[config.mk]
export PLATFORM = sky130hd
export DESIGN_NAME = tpw_top
export DESIGN_NICKNAME = d
export VERILOG_FILES = /design/src/tpw_pkg.sv /design/src/tpw_top.sv
export SDC_FILE = /design/constraint.sdc
export NUM_CORES = 1
export LEC_CHECK = 0
export ABC_AREA = 1
export BUFFER_PORTS_ARGS = -buffer_cell sky130_fd_sc_hd__buf_2
export CORE_UTILIZATION = 40
export CTS_CLUSTER_SIZE = 30
export DETAILED_ROUTE_END_ITERATION = 16
export GPL_TIMING_DRIVEN = 0
export HOLD_SLACK_MARGIN = 0.05
export PLACE_DENSITY = 0.58
export RECOVER_POWER = 50
export SYNTH_ARGS = -nofsm -noshare
export SYNTH_HDL_FRONTEND = slang
export SYNTH_SLANG_ARGS = --single-unit
[constraint.sdc]
create_clock -name pclk -period 6.5 [get_ports pclk]
set_input_delay 0.325 -clock pclk [delete_from_list [all_inputs] [get_ports pclk]]
set_output_delay 0.325 -clock pclk [all_outputs]
set_load 0.1 [all_outputs]
[src/tpw_pkg.sv]
// Constants for the timer-driven pulse-width output block.
// Assumes a single APB clock domain; offsets are byte addresses.
package tpw_pkg;

  // ----------------------------------------------------------------
  // Register offsets
  // ----------------------------------------------------------------
  localparam logic [7:0] OFS_CTRL   = 8'h00;
  localparam logic [7:0] OFS_DUTY   = 8'h04;
  localparam logic [7:0] OFS_STATUS = 8'h08;

  // ----------------------------------------------------------------
  // Control field positions
  // ----------------------------------------------------------------
  localparam int CTRL_WIDE_BIT   = 0;
  localparam int CTRL_INVERT_BIT = 1;
  localparam int CTRL_INIT_BIT   = 2;
  localparam int CTRL_NEWFAM_BIT = 3;
  localparam int CTRL_SEL_LSB    = 4;
  localparam int SEL_W           = 4;

  // ----------------------------------------------------------------
  // Status field positions
  // ----------------------------------------------------------------
  localparam int STAT_RUN_BIT  = 0;
  localparam int STAT_PEND_BIT = 1;
  localparam int STAT_PIN_BIT  = 2;
  localparam int STAT_CNT_LSB  = 16;

  // ----------------------------------------------------------------
  // Reset values
  // ----------------------------------------------------------------
  localparam logic [31:0] CTRL_RST = 32'h0000_0000;
  localparam logic [15:0] DUTY_RST = 16'h0000;

  // ----------------------------------------------------------------
  // Duty and period limits
  // ----------------------------------------------------------------
  localparam logic [15:0] LAST_NARROW = 16'h00ff;
  localparam logic [15:0] LAST_WIDE   = 16'hffff;
  localparam logic [15:0] FULL_NARROW = 16'h00ff;

  // ----------------------------------------------------------------
  // Timing: one tick is TICK_SCALE * 2^sel / f_MHz ns
  // ----------------------------------------------------------------
  localparam int TICK_SCALE    = 2000;
  localparam int NEW_BASE_MHZ  = 10;
  localparam int PCLK_MHZ      = 100;
  localparam int IN_CLK_MHZ    = 100;
  localparam int NS_PER_US     = 1000;
  localparam int OLD_SEL_MAX   = 7;

endpackage

[src/tpw_top.sv]
// Pulse-width output generator with an APB register port.
// Assumes pclk at 100 MHz and a well-behaved APB master.
module tpw_top #(
  parameter int PCLK_MHZ   = tpw_pkg::PCLK_MHZ,
  parameter int IN_CLK_MHZ = tpw_pkg::IN_CLK_MHZ
) (
  // Clock and reset
  input  wire logic        pclk,
  input  wire logic        presetn,
  // APB slave
  input  wire logic        psel,
  input  wire logic        penable,
  input  wire logic        pwrite,
  input  wire logic [7:0]  paddr,
  input  wire logic [31:0] pwdata,
  output logic             pready,
  output logic [31:0]      prdata,
  output logic             pslverr,
  // Waveform pin
  output logic             pwm_out
);

  // ----------------------------------------------------------------
  // Derived timing
  // ----------------------------------------------------------------
  localparam int OLD_BASE_NS  = tpw_pkg::TICK_SCALE / IN_CLK_MHZ;
  localparam int NEW_BASE_NS  = tpw_pkg::TICK_SCALE / tpw_pkg::NEW_BASE_MHZ;
  localparam int OLD_BASE_CYC = OLD_BASE_NS * PCLK_MHZ / tpw_pkg::NS_PER_US;
  localparam int NEW_BASE_CYC = NEW_BASE_NS * PCLK_MHZ / tpw_pkg::NS_PER_US;

  generate
    if (OLD_BASE_CYC < 1 || NEW_BASE_CYC < 1 || OLD_BASE_CYC > 65535 || NEW_BASE_CYC > 65535)
    begin : g_bad_clk
      $error("tpw_top: clock ratio gives no usable base tick");
    end
  endgenerate

  // ----------------------------------------------------------------
  // State
  // ----------------------------------------------------------------
  logic [31:0] ctrl_reg;
  logic [15:0] duty_reg;
  logic [15:0] pend_reg;
  logic        pend_vld_reg;
  logic        run_reg;
  logic        started_reg;
  logic [15:0] cnt_reg;
  logic [15:0] base_reg;
  logic [14:0] pre_reg;
  logic        pready_reg;
  logic [31:0] prdata_reg;
  logic        pslverr_reg;
  logic        pwm_reg;

  // ----------------------------------------------------------------
  // Decode
  // ----------------------------------------------------------------
  wire         setup     = psel & ~penable;
  wire         access    = psel & penable & pready_reg;
  wire         hit_ctrl  = (paddr == tpw_pkg::OFS_CTRL);
  wire         hit_duty  = (paddr == tpw_pkg::OFS_DUTY);
  wire         hit_stat  = (paddr == tpw_pkg::OFS_STATUS);
  wire         mapped    = hit_ctrl | hit_duty | hit_stat;
  wire         wr_ctrl   = access & pwrite & hit_ctrl;
  wire         wr_duty   = access & pwrite & hit_duty;

  wire         wide      = ctrl_reg[tpw_pkg::CTRL_WIDE_BIT];
  wire         invert    = ctrl_reg[tpw_pkg::CTRL_INVERT_BIT];
  wire         init_lvl  = ctrl_reg[tpw_pkg::CTRL_INIT_BIT];
  wire         new_fam   = ctrl_reg[tpw_pkg::CTRL_NEWFAM_BIT];
  wire [3:0]   sel_raw   = ctrl_reg[tpw_pkg::CTRL_SEL_LSB +: tpw_pkg::SEL_W];

  // older family ignores sel bit 3, so sel 8-15 act as 0-7
  wire [3:0]   sel       = new_fam ? sel_raw : {1'b0, sel_raw[2:0]};

  // narrow duty masked to 8 bits
  // wide duty keeps all 16 bits
  wire [15:0]  wr_val    = wide ? pwdata[15:0] : {8'h00, pwdata[7:0]};
  wire [15:0]  last      = wide ? tpw_pkg::LAST_WIDE : tpw_pkg::LAST_NARROW;

  // ----------------------------------------------------------------
  // Tick generation
  // ----------------------------------------------------------------
  wire [15:0]  base_end  = new_fam ? 16'(NEW_BASE_CYC - 1) : 16'(OLD_BASE_CYC - 1);
  wire         base_stb  = (base_reg >= base_end);
  wire [14:0]  pre_mask  = 15'((16'h0001 << sel) - 16'h0001);
  // sel 0 ticks on every base strobe
  wire         tick      = base_stb & ((pre_reg & pre_mask) == pre_mask);
  wire         wrap      = tick & (cnt_reg >= last);

  // ----------------------------------------------------------------
  // Waveform level
  // ----------------------------------------------------------------
  // narrow 255 is the one full-on case
  wire         full_on   = ~wide & (duty_reg == tpw_pkg::FULL_NARROW);
  // wide compare has no special case
  wire         asserted  = full_on | (cnt_reg < duty_reg);
  wire         pwm_next  = ~started_reg ? init_lvl :
                           run_reg      ? (asserted ^ invert) : invert;

  // ----------------------------------------------------------------
  // Read mux
  // ----------------------------------------------------------------
  wire [31:0]  stat_word = {cnt_reg, 13'h0000, pwm_reg, pend_vld_reg, run_reg};
  wire [31:0]  rd_mux    = hit_ctrl ? ctrl_reg :
                           hit_duty ? {16'h0000, duty_reg} :
                           hit_stat ? stat_word : 32'h0000_0000;

  // ----------------------------------------------------------------
  // APB answer, one wait-free access phase
  // ----------------------------------------------------------------
  always_ff @(posedge pclk or negedge presetn) begin
    if (!presetn) begin
      pready_reg  <= 1'b0;
      prdata_reg  <= 32'h0000_0000;
      pslverr_reg <= 1'b0;
    end else begin
      pready_reg  <= setup;
      prdata_reg  <= setup ? rd_mux : prdata_reg;
      pslverr_reg <= setup & ~mapped;
    end
  end

  // ----------------------------------------------------------------
  // Control register
  // ----------------------------------------------------------------
  // reset value selects narrow mode
  always_ff @(posedge pclk or negedge presetn) begin
    if (!presetn) begin
      ctrl_reg <= tpw_pkg::CTRL_RST;
    end else if (wr_ctrl) begin
      ctrl_reg <= {24'h000000, pwdata[7:0]};
    end
  end

  // ----------------------------------------------------------------
  // Prescaler
  // ----------------------------------------------------------------
  always_ff @(posedge pclk or negedge presetn) begin
    if (!presetn) begin
      base_reg <= 16'h0000;
      pre_reg  <= 15'h0000;
    end else begin
      base_reg <= base_stb ? 16'h0000 : base_reg + 16'h0001;
      pre_reg  <= base_stb ? pre_reg + 15'h0001 : pre_reg;
    end
  end

  // ----------------------------------------------------------------
  // Duty update and period counter
  // ----------------------------------------------------------------
  // Duty writes win over the wrap so a zero is never lost
  always_ff @(posedge pclk or negedge presetn) begin
    if (!presetn) begin
      duty_reg     <= tpw_pkg::DUTY_RST;
      pend_reg     <= tpw_pkg::DUTY_RST;
      pend_vld_reg <= 1'b0;
      run_reg      <= 1'b0;
      started_reg  <= 1'b0;
      cnt_reg      <= 16'h0000;
    end else if (wr_duty && wr_val == 16'h0000) begin
      duty_reg     <= 16'h0000;
      pend_vld_reg <= 1'b0;
      run_reg      <= 1'b0;
      started_reg  <= 1'b1;
      cnt_reg      <= 16'h0000;
    end else if (wr_duty && !run_reg) begin
      duty_reg     <= wr_val;
      pend_vld_reg <= 1'b0;
      run_reg      <= 1'b1;
      started_reg  <= 1'b1;
      cnt_reg      <= 16'h0000;
    end else begin
      if (wr_duty) begin
        pend_reg     <= wr_val;
        pend_vld_reg <= 1'b1;
      end
      if (run_reg && wrap) begin
        cnt_reg <= 16'h0000;
        if (pend_vld_reg && !wr_duty) begin
          duty_reg     <= pend_reg;
          pend_vld_reg <= 1'b0;
        end
      end else if (run_reg && tick) begin
        cnt_reg <= cnt_reg + 16'h0001;
      end
    end
  end

  // ----------------------------------------------------------------
  // Pin flop
  // ----------------------------------------------------------------
  always_ff @(posedge pclk or negedge presetn) begin
    if (!presetn) begin
      pwm_reg <= 1'b0;
    end else begin
      pwm_reg <= pwm_next;
    end
  end

  assign pready  = pready_reg;
  assign prdata  = prdata_reg;
  assign pslverr = pslverr_reg;
  assign pwm_out = pwm_reg;

  wire quiet = ~(access & pwrite);
endmodule

**Yosys cells after proc, flatten, opt, wreduce, memory -nomap -nowiden**

Cells that the tools add are included.

- $lt $le $gt $ge: 3
- Mux-type cells: 26
- Equality and inequality tests: 4
- $add $sub $neg: 4
- Bitwise logic cells: 20
- Shift operators: 1
- Reductions and logical operators: 15

Operators with widths:

| operator | count |
|---|---|
| $mux W16 | 11 |
| $mux W32 | 3 |
| $add A16 B1 Y16 const B | 2 |
| $eq A16 B8 Y1 const B | 1 |
| $ge A16 B16 Y1 | 1 |
| $ge A16 B5 Y1 | 1 |
| $logic_not A16 Y1 | 1 |
| $lt A16 B16 Y1 | 1 |
| $add A15 B1 Y15 const B | 1 |
| $and A15 B15 Y15 | 1 |
| $eq A15 B15 Y1 | 1 |
| $shl A1 B4 Y15 const A | 1 |
| $sub A15 B1 Y15 const B | 1 |
| $and A1 B1 Y1 | 10 |
| $mux W1 | 10 |
| $eq A8 B3 Y1 const B | 1 |
| $eq A8 B4 Y1 const B | 1 |
| $logic_not A8 Y1 | 1 |
| $reduce_bool A3 Y1 | 2 |
| $logic_and A1 B1 Y1 | 5 |
| $mux W5 | 1 |
| $not A1 Y1 | 5 |
| $mux W4 | 1 |
| $reduce_bool A4 Y1 | 1 |
| other kinds (6) | 9 |

- Word-level logic and storage cells: 86
- Register bits: 125
- Input bits: 45
- Output and inout bits: 35

**Depth between registers and ports, before layout**

Gate-level depths: netlist (run 1).

- Depth after elaboration: 11
- Depth in mapped cells: 17
- Gate-level depth less buffers: 16

**Least setup slack after synthesis (run 1)**

Ideal clock, no wire load.

- Path type: register to register
- From: reg ctrl_reg[0]
- To: reg duty_reg[0]
- Cell stages (with the launch flop): 13
- Library setup time: 0.065 ns
- Period minus slack after synthesis: 2.281 ns
- Path buffers: 2
- Path slack: 4.219 ns
- Data arrival time: 2.216 ns
- Data required time: 6.435 ns
- Cells stage by stage: dfrtp_1 buf_4 inv_1 ha_1 a21oi_1 o21a_1 nand2_1 a31oi_1 inv_1 nand3_4 buf_6 nand3_2 nand2_1

- Cells in the longest elaborated chain, start to end: 6
- Elaborated cells between the ends (all ways): 11
- Those cells by class: order compare: 1; mux: 3; bitwise: 1; reduce/logical: 6

RTL lines:

| element | RTL line | source |
|---|---|---|
| from (decl) | tpw_top.sv:41 | `logic [31:0] ctrl_reg;` |
| from (signal assigned) | tpw_top.sv:130 | `ctrl_reg <= tpw_pkg::CTRL_RST;` |
| from (signal assigned) | tpw_top.sv:132 | `ctrl_reg <= {24'h000000, pwdata[7:0]};` |
| $mux W16 | tpw_top.sv:79 | `wire [15:0] last = wide ? tpw_pkg::LAST_WIDE : tpw_pkg::LAST_NARROW;` |
| $ge A16 B16 Y1 | tpw_top.sv:89 | `wire wrap = tick & (cnt_reg >= last);` |
| $and A1 B1 Y1 | tpw_top.sv:89 |  |
| $logic_and A1 B1 Y1 | tpw_top.sv:178 | `if (run_reg && wrap) begin` |
| $reduce_bool A3 Y1 (no line) | - |  |
| $reduce_and A2 Y1 (no line) | - |  |
| to (signal assigned) | tpw_top.sv:155 | `duty_reg <= tpw_pkg::DUTY_RST;` |
| to (signal assigned) | tpw_top.sv:168 | `duty_reg <= wr_val;` |
| to (signal assigned) | tpw_top.sv:181 | `duty_reg <= pend_reg;` |
| to (decl) | tpw_top.sv:42 | `logic [15:0] duty_reg;` |

Several ways; a longest one is shown, not always the timed one.
A chain may end at the register's enable or synchronous reset.

**Final worst setup path (run 1)**

Same ends and word-level chain as after synthesis.

==> results of run 1 <==
## path summary, 6_finish.rpt
kind / from / end / slack (ps) / depth (start not counted)
worst min register to register: prdata[12] / prdata[12] / 480 / 2
worst max register to register: ctrl_reg[0] / duty_reg[0] / 3580 / 11
worst min-delay path: pwdata[5] / ctrl_reg[5] / 200 / 3
worst max-delay path: ctrl_reg[0] / duty_reg[0] / 3580 / 11
max in group asynchronous: presetn / prdata[12] / 4040 / 3
min in group asynchronous: presetn / pre_reg[9] / 1120 / 2
## synth_stat cells (2+ instances only)
master,n,area [um^2]
nand3_2,14,140.1
nand2_4,2,22.52
buf_2,10,50.05
nand3_1,44,220.2
o21ai_2,12,105.1
nor2_2,3,18.77
dfrtp_1,125,3128
a21oi_1,29,145.1
xnor2_1,4,35.03
nor4_1,3,18.77
nand2_2,11,68.82
nor3b_1,2,15.01
or2_2,2,12.51
nor2_1,50,187.7
o221ai_1,2,17.52
o22ai_1,2,12.51
buf_6,5,56.30
nand3b_1,2,15.01
o21ai_0,68,340.3
xor2_1,20,175.2
clkbuf_1,6,22.52
nor3_4,2,32.53
ha_1,29,362.9
o211ai_1,6,45.04
nand4_1,31,193.9
inv_2,10,37.54
inv_1,79,296.5
nor2_4,7,78.83
nand2_1,199,747.0
nand3_4,3,52.55
buf_4,3,22.52
nor3_1,11,55.05
o21ai_1,2,10.01
## metal layers
layer | track usage (%) | up-vias | part of all wire, %
met2 | 30.92 | 103 | 45
met4 | 7.918 | 0 | 1.6
met5 | 0 | - | 0
li1 | - | 2855 | -
met1 | 28.22 | 2640 | 49
met3 | 3.985 | 20 | 4.0
## layout make-up
type	instances	area, um^2
multi-input cells	580	3246
well taps	220	275.3
inverters	91	344.1
clock buffers	20	456.7
flip-flops and latches	125	3128
repair buffers	65	351.6
clock inverters	11	166.4
plain buffers	24	151.4
fillers	1639	8523
## what timing repair did
item / CTS / global route
endpoints found under the setup margin: 0 / 0
hold buffers: 1 / 0
hold endpoints to repair: 40 / 0
## worst register-to-register path: cells and delay by family (launching register included)
kind | cells | cell delay (ps)
AO/OA/AOI/OAI | 3 | 890
adder cells (fa/ha/maj) | 1 | 350
buffers and inverters | 3 | 680
flip-flops | 1 | 390
AND/OR/NAND/NOR | 4 | 490
## report_power, final
group / internal, uW / leakage, uW / switching, uW
Clock: 657 / 0.000298 / 346
Sequential: 833 / 0.00167 / 65.1
Combinational: 124 / 0.00202 / 213
## logic make-up after synthesis
logic type | count (synthesis) | share of synthesized area, %
mux | 2 | 0.3100
flops | 125 | 45.60
other cells | 1 | 0.05466
xor+xnor | 24 | 3.064
simple gates | 388 | 27.80
compound gates | 127 | 10.67
fa+ha+maj | 29 | 5.289
buf+inv | 115 | 7.222
## stage by stage
stage          hold slack [ps]  total power (uW)
2_1_floorplan            29.41              1147
3_3_place_gp             461.4              1237
3_5_place_dp             265.9              1248
4_1_cts                  144.1              2262
5_1_grt                  214.6              2349
6_report                 203.8              2239
==> results_dict.tcl, run 1 <==
set metrics [dict create \
    antenna_left 0 \
    placed_area_mm2 0.007518 \
    dr.first_iter.drc_count 389 \
    drcViolationCount 0 \
    post-place-ws_ps 3628 \
    power.density_mw_per_mm2 275.8 \
    grt_antenna_before_repair 0 \
    cts_tree "built" \
    h-tree-depth 4 \
    slew_viol_final 41 \
    largest_reg_flops 32 \
    cp.required_ps 6810 \
    clk_pin_slew_ps 60 \
    crit_chain "buf_4, inv_1, ha_1, a21oi_1, o21a_1, nand2_1, a31oi_1, nand2_2, buf_2, nand4_1, nand2_1" \
    dieArea_mm2 0.01768 \
    setup_tns_ps 0 \
    setup-violations-final 0 \
    post_cts_resized 0 \
    violations "max-capacitance violations, max-slew violations" \
    yosysWarnings 0 \
    critPathBufInv 3 \
    grt.overflow.total 0 \
    period_minus_slack_ps 2916 \
    fin_ws_ps 3584 \
    final_cell_count_no_fill 1136 \
    initial_core_util_pct 41.22 \
    cp_common_cell "nand2_1" \
    grt_pass1_wl_um 27530 \
    portBuffers 63 \
    clk_latency_ps 430 \
    hold_viol_final 0 \
    final_common_cell "nand2_1" \
    die_height_um 133.0 \
    worst_pin_slew_ps 2303 \
    grt_max_degree 86 \
    crit_type "reg -> reg" \
    maxSlewHeadroom_pct -53.53 \
    rsz0062_at_grt "false" \
    insertedDiodeCount 0 \
    grt_usage_pct 20.25 \
    syn-cell-area_mm2 0.006860 \
    maxCapViolCount 1 \
    hpwl_um 12400 \
    dr_total_vias 5618 \
    hp-class "in -> reg" \
    async_reset_ff_share_pct 100.0 \
    first_global_vias 5374 \
    cpMaxStageDelayCell "a31oi_1" \
    worst_setup_path_start_kind "flip-flop" \
    avgRoutedWirePerCell_um 14.68 \
    avgSynthCellArea_um2 8.459 \
    placement_rows 47 \
    ys_seq_area_share_pct 45.60 \
    fp.dieW_um 133.0 \
    syn_to_final_growth_pct 18.35 \
    arrival_ps 3230 \
    io_pins 80 \
    postLayoutCoreUtil_pct 48.79 \
    ys_ff_latch 125 \
    fin_area_mm2 0.008119 \
    cts_root_buffer "clkbuf_16" \
    critical_path_peak_fanout 10 \
    status "finished with violations" \
    cp_slowest_stage_delay_ps 590 \
    synth_cell_types 46 \
    fin_skew_ps 7.204 \
    totalWireLength_um 16670 \
    synth_edf_count 0 \
    routed_via_density 4.945 \
    numCtsBuffers 17 \
    clock-sinks 125 \
    place_congestion 0.8138 \
    max_freq_ghz 0.3429 \
    post-place-cells 1104 \
    core_mm2 0.01664 \
    drive_gt1_share_pct 19.54 \
    final_cell_mix "nand2_1 (199), dfrtp_1 (125), inv_1 (79)" \
    synth_cells 811 \
    max-vdd-ir-drop_mv 0.1959 \
    yosys_most_used_dff "dfrtp_1" \
    path_delay_family "compound AO/OA/AOI/OAI gates" \
    period_share_pct 44.87 \
    post-cts-setup-buffer-count 0 \
    drtPass1Iterations 4 \
    cts_buffer_depth 2 \
    power.leakage_uw 0.003987 \
    nNetsFinal 978 \
    end_kind "flip-flop" \
]
No activity file was read; power rests on OpenSTA's default activity.
==> run 2, diff against run 1 <==
==> constraint.sdc (replaced) <==
create_clock -name pclk -period 3 [get_ports pclk]
set_input_delay 0.15 -clock pclk [delete_from_list [all_inputs] [get_ports pclk]]
set_output_delay 0.15 -clock pclk [all_outputs]
set_load 0.1 [all_outputs]
==> run 2 against run 1 <==
  * The flow still finishes with violations (max-capacitance violations, max-slew violations)
  * Critical path depth unchanged
  * Via count increased by 0.43%
  * Flip-flop and latch count unchanged
  * Sequential power increased by 120%
  * Non-clock buffer count increased by 8
  * Worst setup slack got worse by 3300 ps
  * Clock skew about the same
  * Utilization increased by 0.58 points
  * Cell area increased by 1.2%
  * Critical endpoint unchanged
  * First-iteration DRC count decreased by 2.3%
  * Die area unchanged
==> results_dict.tcl, run 2 (synthesis results as in run 1) <==
set metrics [dict create \
    critical_path_peak_fanout 10 \
    drcViolationCount 0 \
    setup_tns_ps 0 \
    clock-sinks 125 \
    end_kind "flip-flop" \
    post-place-ws_ps 127.7 \
    fin_ws_ps 305.8 \
    syn_to_final_growth_pct 19.75 \
    cts_root_buffer "clkbuf_16" \
    place_congestion 0.8138 \
    totalWireLength_um 16690 \
    insertedDiodeCount 0 \
    reg2reg_from "ctrl_reg[0]" \
    reg2reg_slack_ps 310 \
    h-tree-depth 4 \
    dr.first_iter.drc_count 380 \
    slew_viol_final 41 \
    grt_usage_pct 20.31 \
    hp-class "in -> reg" \
    dr_total_vias 5642 \
    switching_share_pct 27.84 \
    r2r-end "duty_reg[0]" \
    largest_reg_flops 32 \
    clk_pin_slew_ps 60 \
    power.density_mw_per_mm2 591.3 \
    max_freq_ghz 0.3712 \
    fin_skew_ps 7.620 \
    cts_buffer_depth 2 \
    maxSlewHeadroom_pct -53.69 \
    whs_path_depth 3 \
    setup-violations-final 0 \
    fp.dieW_um 133.0 \
    clk_latency_ps 430 \
    nNetsFinal 986 \
    violations "max-capacitance violations, max-slew violations" \
    drive_gt1_share_pct 18.51 \
    io_pins 80 \
    initial_core_util_pct 41.22 \
    numCtsBuffers 17 \
    rsz0062_at_grt "false" \
    period_minus_slack_ps 2694 \
    crit_type "reg -> reg" \
    dieArea_mm2 0.01768 \
    arrival_ps 3000 \
    cts_tree "built" \
    worst_setup_path_start_kind "flip-flop" \
    grt_max_degree 86 \
    placement_rows 47 \
    hold_viol_final 0 \
    first_global_vias 5400 \
    die_height_um 133.0 \
    p_int_uw 3505 \
    maxCapViolCount 1 \
    drtPass1Iterations 4 \
    cp.required_ps 3310 \
    combPwrFrac_pct 15.2 \
    routed_via_density 4.932 \
    worst_pin_slew_ps 2305 \
    r2r_cells 11 \
    core_mm2 0.01664 \
    avgRoutedWirePerCell_um 14.59 \
    grt_pass1_wl_um 27610 \
    final_cell_mix "nand2_1 (199), dfrtp_1 (125), inv_1 (79)" \
    period_share_pct 89.81 \
    hpwl_um 12400 \
    antenna_left 0 \
    p_sw_uw 1352 \
    min_to "ctrl_reg[1]" \
    hold_start "pwdata[1]" \
    p_clk_share_pct 44.7 \
    grt_antenna_before_repair 0 \
    startpoint "ctrl_reg[0]" \
    power.leakage_uw 0.003981 \
    status "finished with violations" \
    grt.overflow.total 0 \
    final_common_cell "nand2_1" \
    portBuffers 63 \
    power_frac_seq_pct 40.1 \
    max-vdd-ir-drop_mv 0.4228 \
]
==> run 2: worst max-delay path by stage <==
stage                              to  slack, ps  cells after the start
after detailed placement  duty_reg[0]        130                     11
after global placement     prdata[30]         50                      1
after CTS                 duty_reg[0]        100                     11
after global routing      duty_reg[0]        120                     11
final                     duty_reg[0]        310                     11
after floorplan           duty_reg[0]        720                     12
==> run 2: metrics by stage <==
stage	cells	area, um^2	power, uW	util, %	hold WS (ps)
4_1_cts	1144	8232	4908	49.46	52.46
6_report	1144	8215	4857	49.36	64.87
3_3_place_gp	1103	7485	2681	44.97	411.8
5_1_grt	1144	8215	5101	49.36	68.45
2_1_floorplan	820	6894	2485	-	-145.6
3_5_place_dp	1104	7518	2705	45.18	90.95
==> run 2: power groups by stage <==
stage          Combinational, uW  Sequential [uW]  Clock [uW]
2_1_floorplan                481             2000           0
3_3_place_gp                 711             1970           0
3_5_place_dp                 734             1970           0
4_1_cts                      749             1940        2220
5_1_grt                      847             1970        2290
6_report                     740             1950        2170
==> run 2: what timing repair did <==
item | 4_1_cts | 5_1_grt
hold buffers | 9 | 0
hold endpoints to repair | 48 | 0
setup endpoints to repair | 0 | 10
resized for setup | 0 | 1
buffers inserted | 0 | 0
==> run 2: cell type report <==
type,instances,area [um^2]
fill,1628,8427
multi-input combinational,580,3277
sequential,125,3128
clock buffer,20,456.7
timing repair buffer,73,416.7
inverter,91,344.1
tap,220,275.3
clock inverter,11,166.4
buffer,24,151.4
==> run 2: worst max-delay path, cell delays in order, from the launching register on <==
cell,delay (ps)
dfrtp_1,380
buf_4,240
inv_1,190
ha_1,350
a21oi_1,150
o21a_1,140
nand2_1,60
a31oi_2,400
nand2_2,190
buf_2,230
nand4_1,150
nand2_1,70
==> run 2: layer usage <==
metal | track usage, % | part of all wire (%) | up-vias
met5 | 0 | 0 | -
met4 | 7.918 | 1.5 | 0
met3 | 3.985 | 4.3 | 19
met2 | 31.09 | 45 | 106
met1 | 28.24 | 49 | 2642
li1 | - | - | 2875
==> run 3, diff against run 2 <==
--- a/config.mk
+++ b/config.mk
@@ -11,7 +11,7 @@
 export CTS_CLUSTER_SIZE = 30
 export DETAILED_ROUTE_END_ITERATION = 16
 export GPL_TIMING_DRIVEN = 0
-export HOLD_SLACK_MARGIN = 0.05
+export HOLD_SLACK_MARGIN = 0.1
 export PLACE_DENSITY = 0.58
 export RECOVER_POWER = 50
 export SYNTH_ARGS = -nofsm -noshare
==> run 3 against run 2 <==
  * The run still ends with max-capacitance violations, max-slew violations left
  * Critical endpoint unchanged
  * Via count up 0.28%
  * Highest routed layer unchanged
  * Count of clock-buffer cells in the layout did not move
  * Worst setup slack worse by 0.83 ps
  * Die area did not move
  * Clock skew barely moved
  * Critical path depth stayed put
==> results_dict.tcl, run 3 (synthesis results as in run 1) <==
set metrics [dict create \
    h-tree-depth 4 \
    syn_to_final_growth_pct 21.21 \
    fin_area_mm2 0.008315 \
    placed_area_mm2 0.007518 \
    clk_latency_ps 430 \
    max-vdd-ir-drop_mv 0.4233 \
    arrival_ps 3000 \
    setup-violations-final 0 \
    r2r_cells 11 \
    hpwl_um 12400 \
    grt_max_degree 86 \
    dr.first_iter.drc_count 400 \
    avgRoutedWirePerCell_um 14.56 \
    clk_pin_slew_ps 60 \
    cts_root_buffer "clkbuf_16" \
    cpMaxStageDelayCell "a31oi_2" \
    grt.overflow.total 0 \
    r2r-end "duty_reg[0]" \
    crit_type "reg -> reg" \
    io_pins 80 \
    dr_total_vias 5658 \
    routed_via_density 4.903 \
    nNetsFinal 996 \
    max_freq_ghz 0.3711 \
    reg2reg_from "ctrl_reg[0]" \
    clock-sinks 125 \
    violations "max-capacitance violations, max-slew violations" \
    worst_pin_slew_ps 2309 \
    period_minus_slack_ps 2695 \
    setup_tns_ps 0 \
    grt_antenna_before_repair 0 \
    power.leakage_uw 0.004023 \
    numCtsBuffers 17 \
    fill_cells 1616 \
    portBuffers 63 \
    final_cell_mix "nand2_1 (199), dfrtp_1 (125), inv_1 (79)" \
    worst-path-stages 11 \
    cp_slowest_stage_delay_ps 400 \
    rsz0062_at_grt "false" \
    cts_buffer_depth 2 \
    slew_viol_final 41 \
    end_kind "flip-flop" \
    drive_gt1_share_pct 18.31 \
    core_mm2 0.01664 \
    startpoint "ctrl_reg[0]" \
    fp.dieW_um 133.0 \
    initial_core_util_pct 41.22 \
    placement_rows 47 \
    insertedDiodeCount 0 \
    cp-endpoint "duty_reg[0]" \
    path_delay_family "compound AO/OA/AOI/OAI gates" \
    register_area_mm2 0.003128 \
    place_congestion 0.8138 \
    largest_reg_flops 32 \
    die_height_um 133.0 \
    maxCapViolCount 1 \
    grt_pass1_wl_um 27700 \
    cp_common_cell "nand2_1" \
    fin_skew_ps 7.531 \
    final_common_cell "nand2_1" \
    cp.required_ps 3310 \
    drcViolationCount 0 \
    crit_chain "buf_4, inv_1, ha_1, a21oi_1, o21a_1, nand2_1, a31oi_2, nand2_2, buf_2, nand4_1, nand2_1" \
    critPathBufInv 3 \
    power.density_mw_per_mm2 585.8 \
    hold_viol_final 0 \
    period_share_pct 89.83 \
    antenna_left 0 \
    cts_tree "built" \
    status "finished with violations" \
    dieArea_mm2 0.01768 \
    critical_path_peak_fanout 10 \
    worst_setup_path_start_kind "flip-flop" \
    totalWireLength_um 16800 \
    grt_usage_pct 20.37 \
    maxSlewHeadroom_pct -53.93 \
    hp-class "in -> reg" \
    first_global_vias 5435 \
    multi_input_area_mm2 0.003277 \
    reg2reg_slack_ps 310 \
    drtPass1Iterations 5 \
]
run 3: changes by cell type in the layout (fill, tap and decap cells not counted):
cell,previous run,this run
dlygate4sd3_1,9,19
run 3: timing repair:
item / 4_1_cts / 5_1_grt
hold buffers: 19 / 0
endpoints found under the setup margin: 0 / 10
buffers inserted: 0 / 0
resized for setup: 0 / 1
endpoints found under the hold margin: 99 / 0
run 3: final cells by class:
class,count,share of cell area (%)
multi-input cells,580,39.41
flip-flops and latches,125,37.62
repair buffers,83,6.214
clock buffers,20,5.492
inverters,91,4.138
well taps,220,3.310
clock inverters,11,2.001
plain buffers,24,1.821
run 3: where the power goes:
part	total (uW)	internal, uW	switching [uW]
clock	2170	1420	751
combinational	749	285	465
sequential	1950	1810	142
run 3: routing by layer:
metal / vias to the layer above / global-route usage, % / wire length (um)
li1: 2890 / - / -
met1: 2649 / 28.24 / 8304
met2: 100 / 31.30 / 7592
met3: 19 / 3.985 / 642
met4: 0 / 7.918 / 258
met5: - / 0 / 0
run 3: how the worst min path moves through the flow:
stage                        start            to  slack (ps)  cells after the start
after CTS                 paddr[4]       run_reg         150                      4
after floorplan            presetn   base_reg[0]        -150                      0
after global placement     penable        pready         410                      2
after global routing      paddr[5]  pend_vld_reg         180                      4
after detailed placement   presetn    pre_reg[9]          90                      1
final                     paddr[4]  pend_vld_reg         160                      4
run 3: metrics by stage:
stage / instances / hold WS, ps / util [%] / setup WS (ps) / total power, uW
final: 1154 / 159.6 / 49.97 / 305.0 / 4871
after global routing: 1154 / 183.2 / 49.97 / 124.8 / 5111
after CTS: 1154 / 148.3 / 50.06 / 100.3 / 4918
after detailed placement: 1104 / 90.95 / 45.18 / 127.7 / 2705
after global placement: 1103 / 411.8 / 44.97 / 48.14 / 2681
after floorplan: 820 / -145.6 / - / 719.5 / 2485
run 3: worst register-to-register path, stage by stage (launching register included):
cell     delay, ps
dfrtp_1        390
buf_4          250
inv_1          190
ha_1           350
a21oi_1        160
o21a_1         140
nand2_1         60
a31oi_2        400
nand2_2        190
buf_2          230
nand4_1        150
nand2_1         70
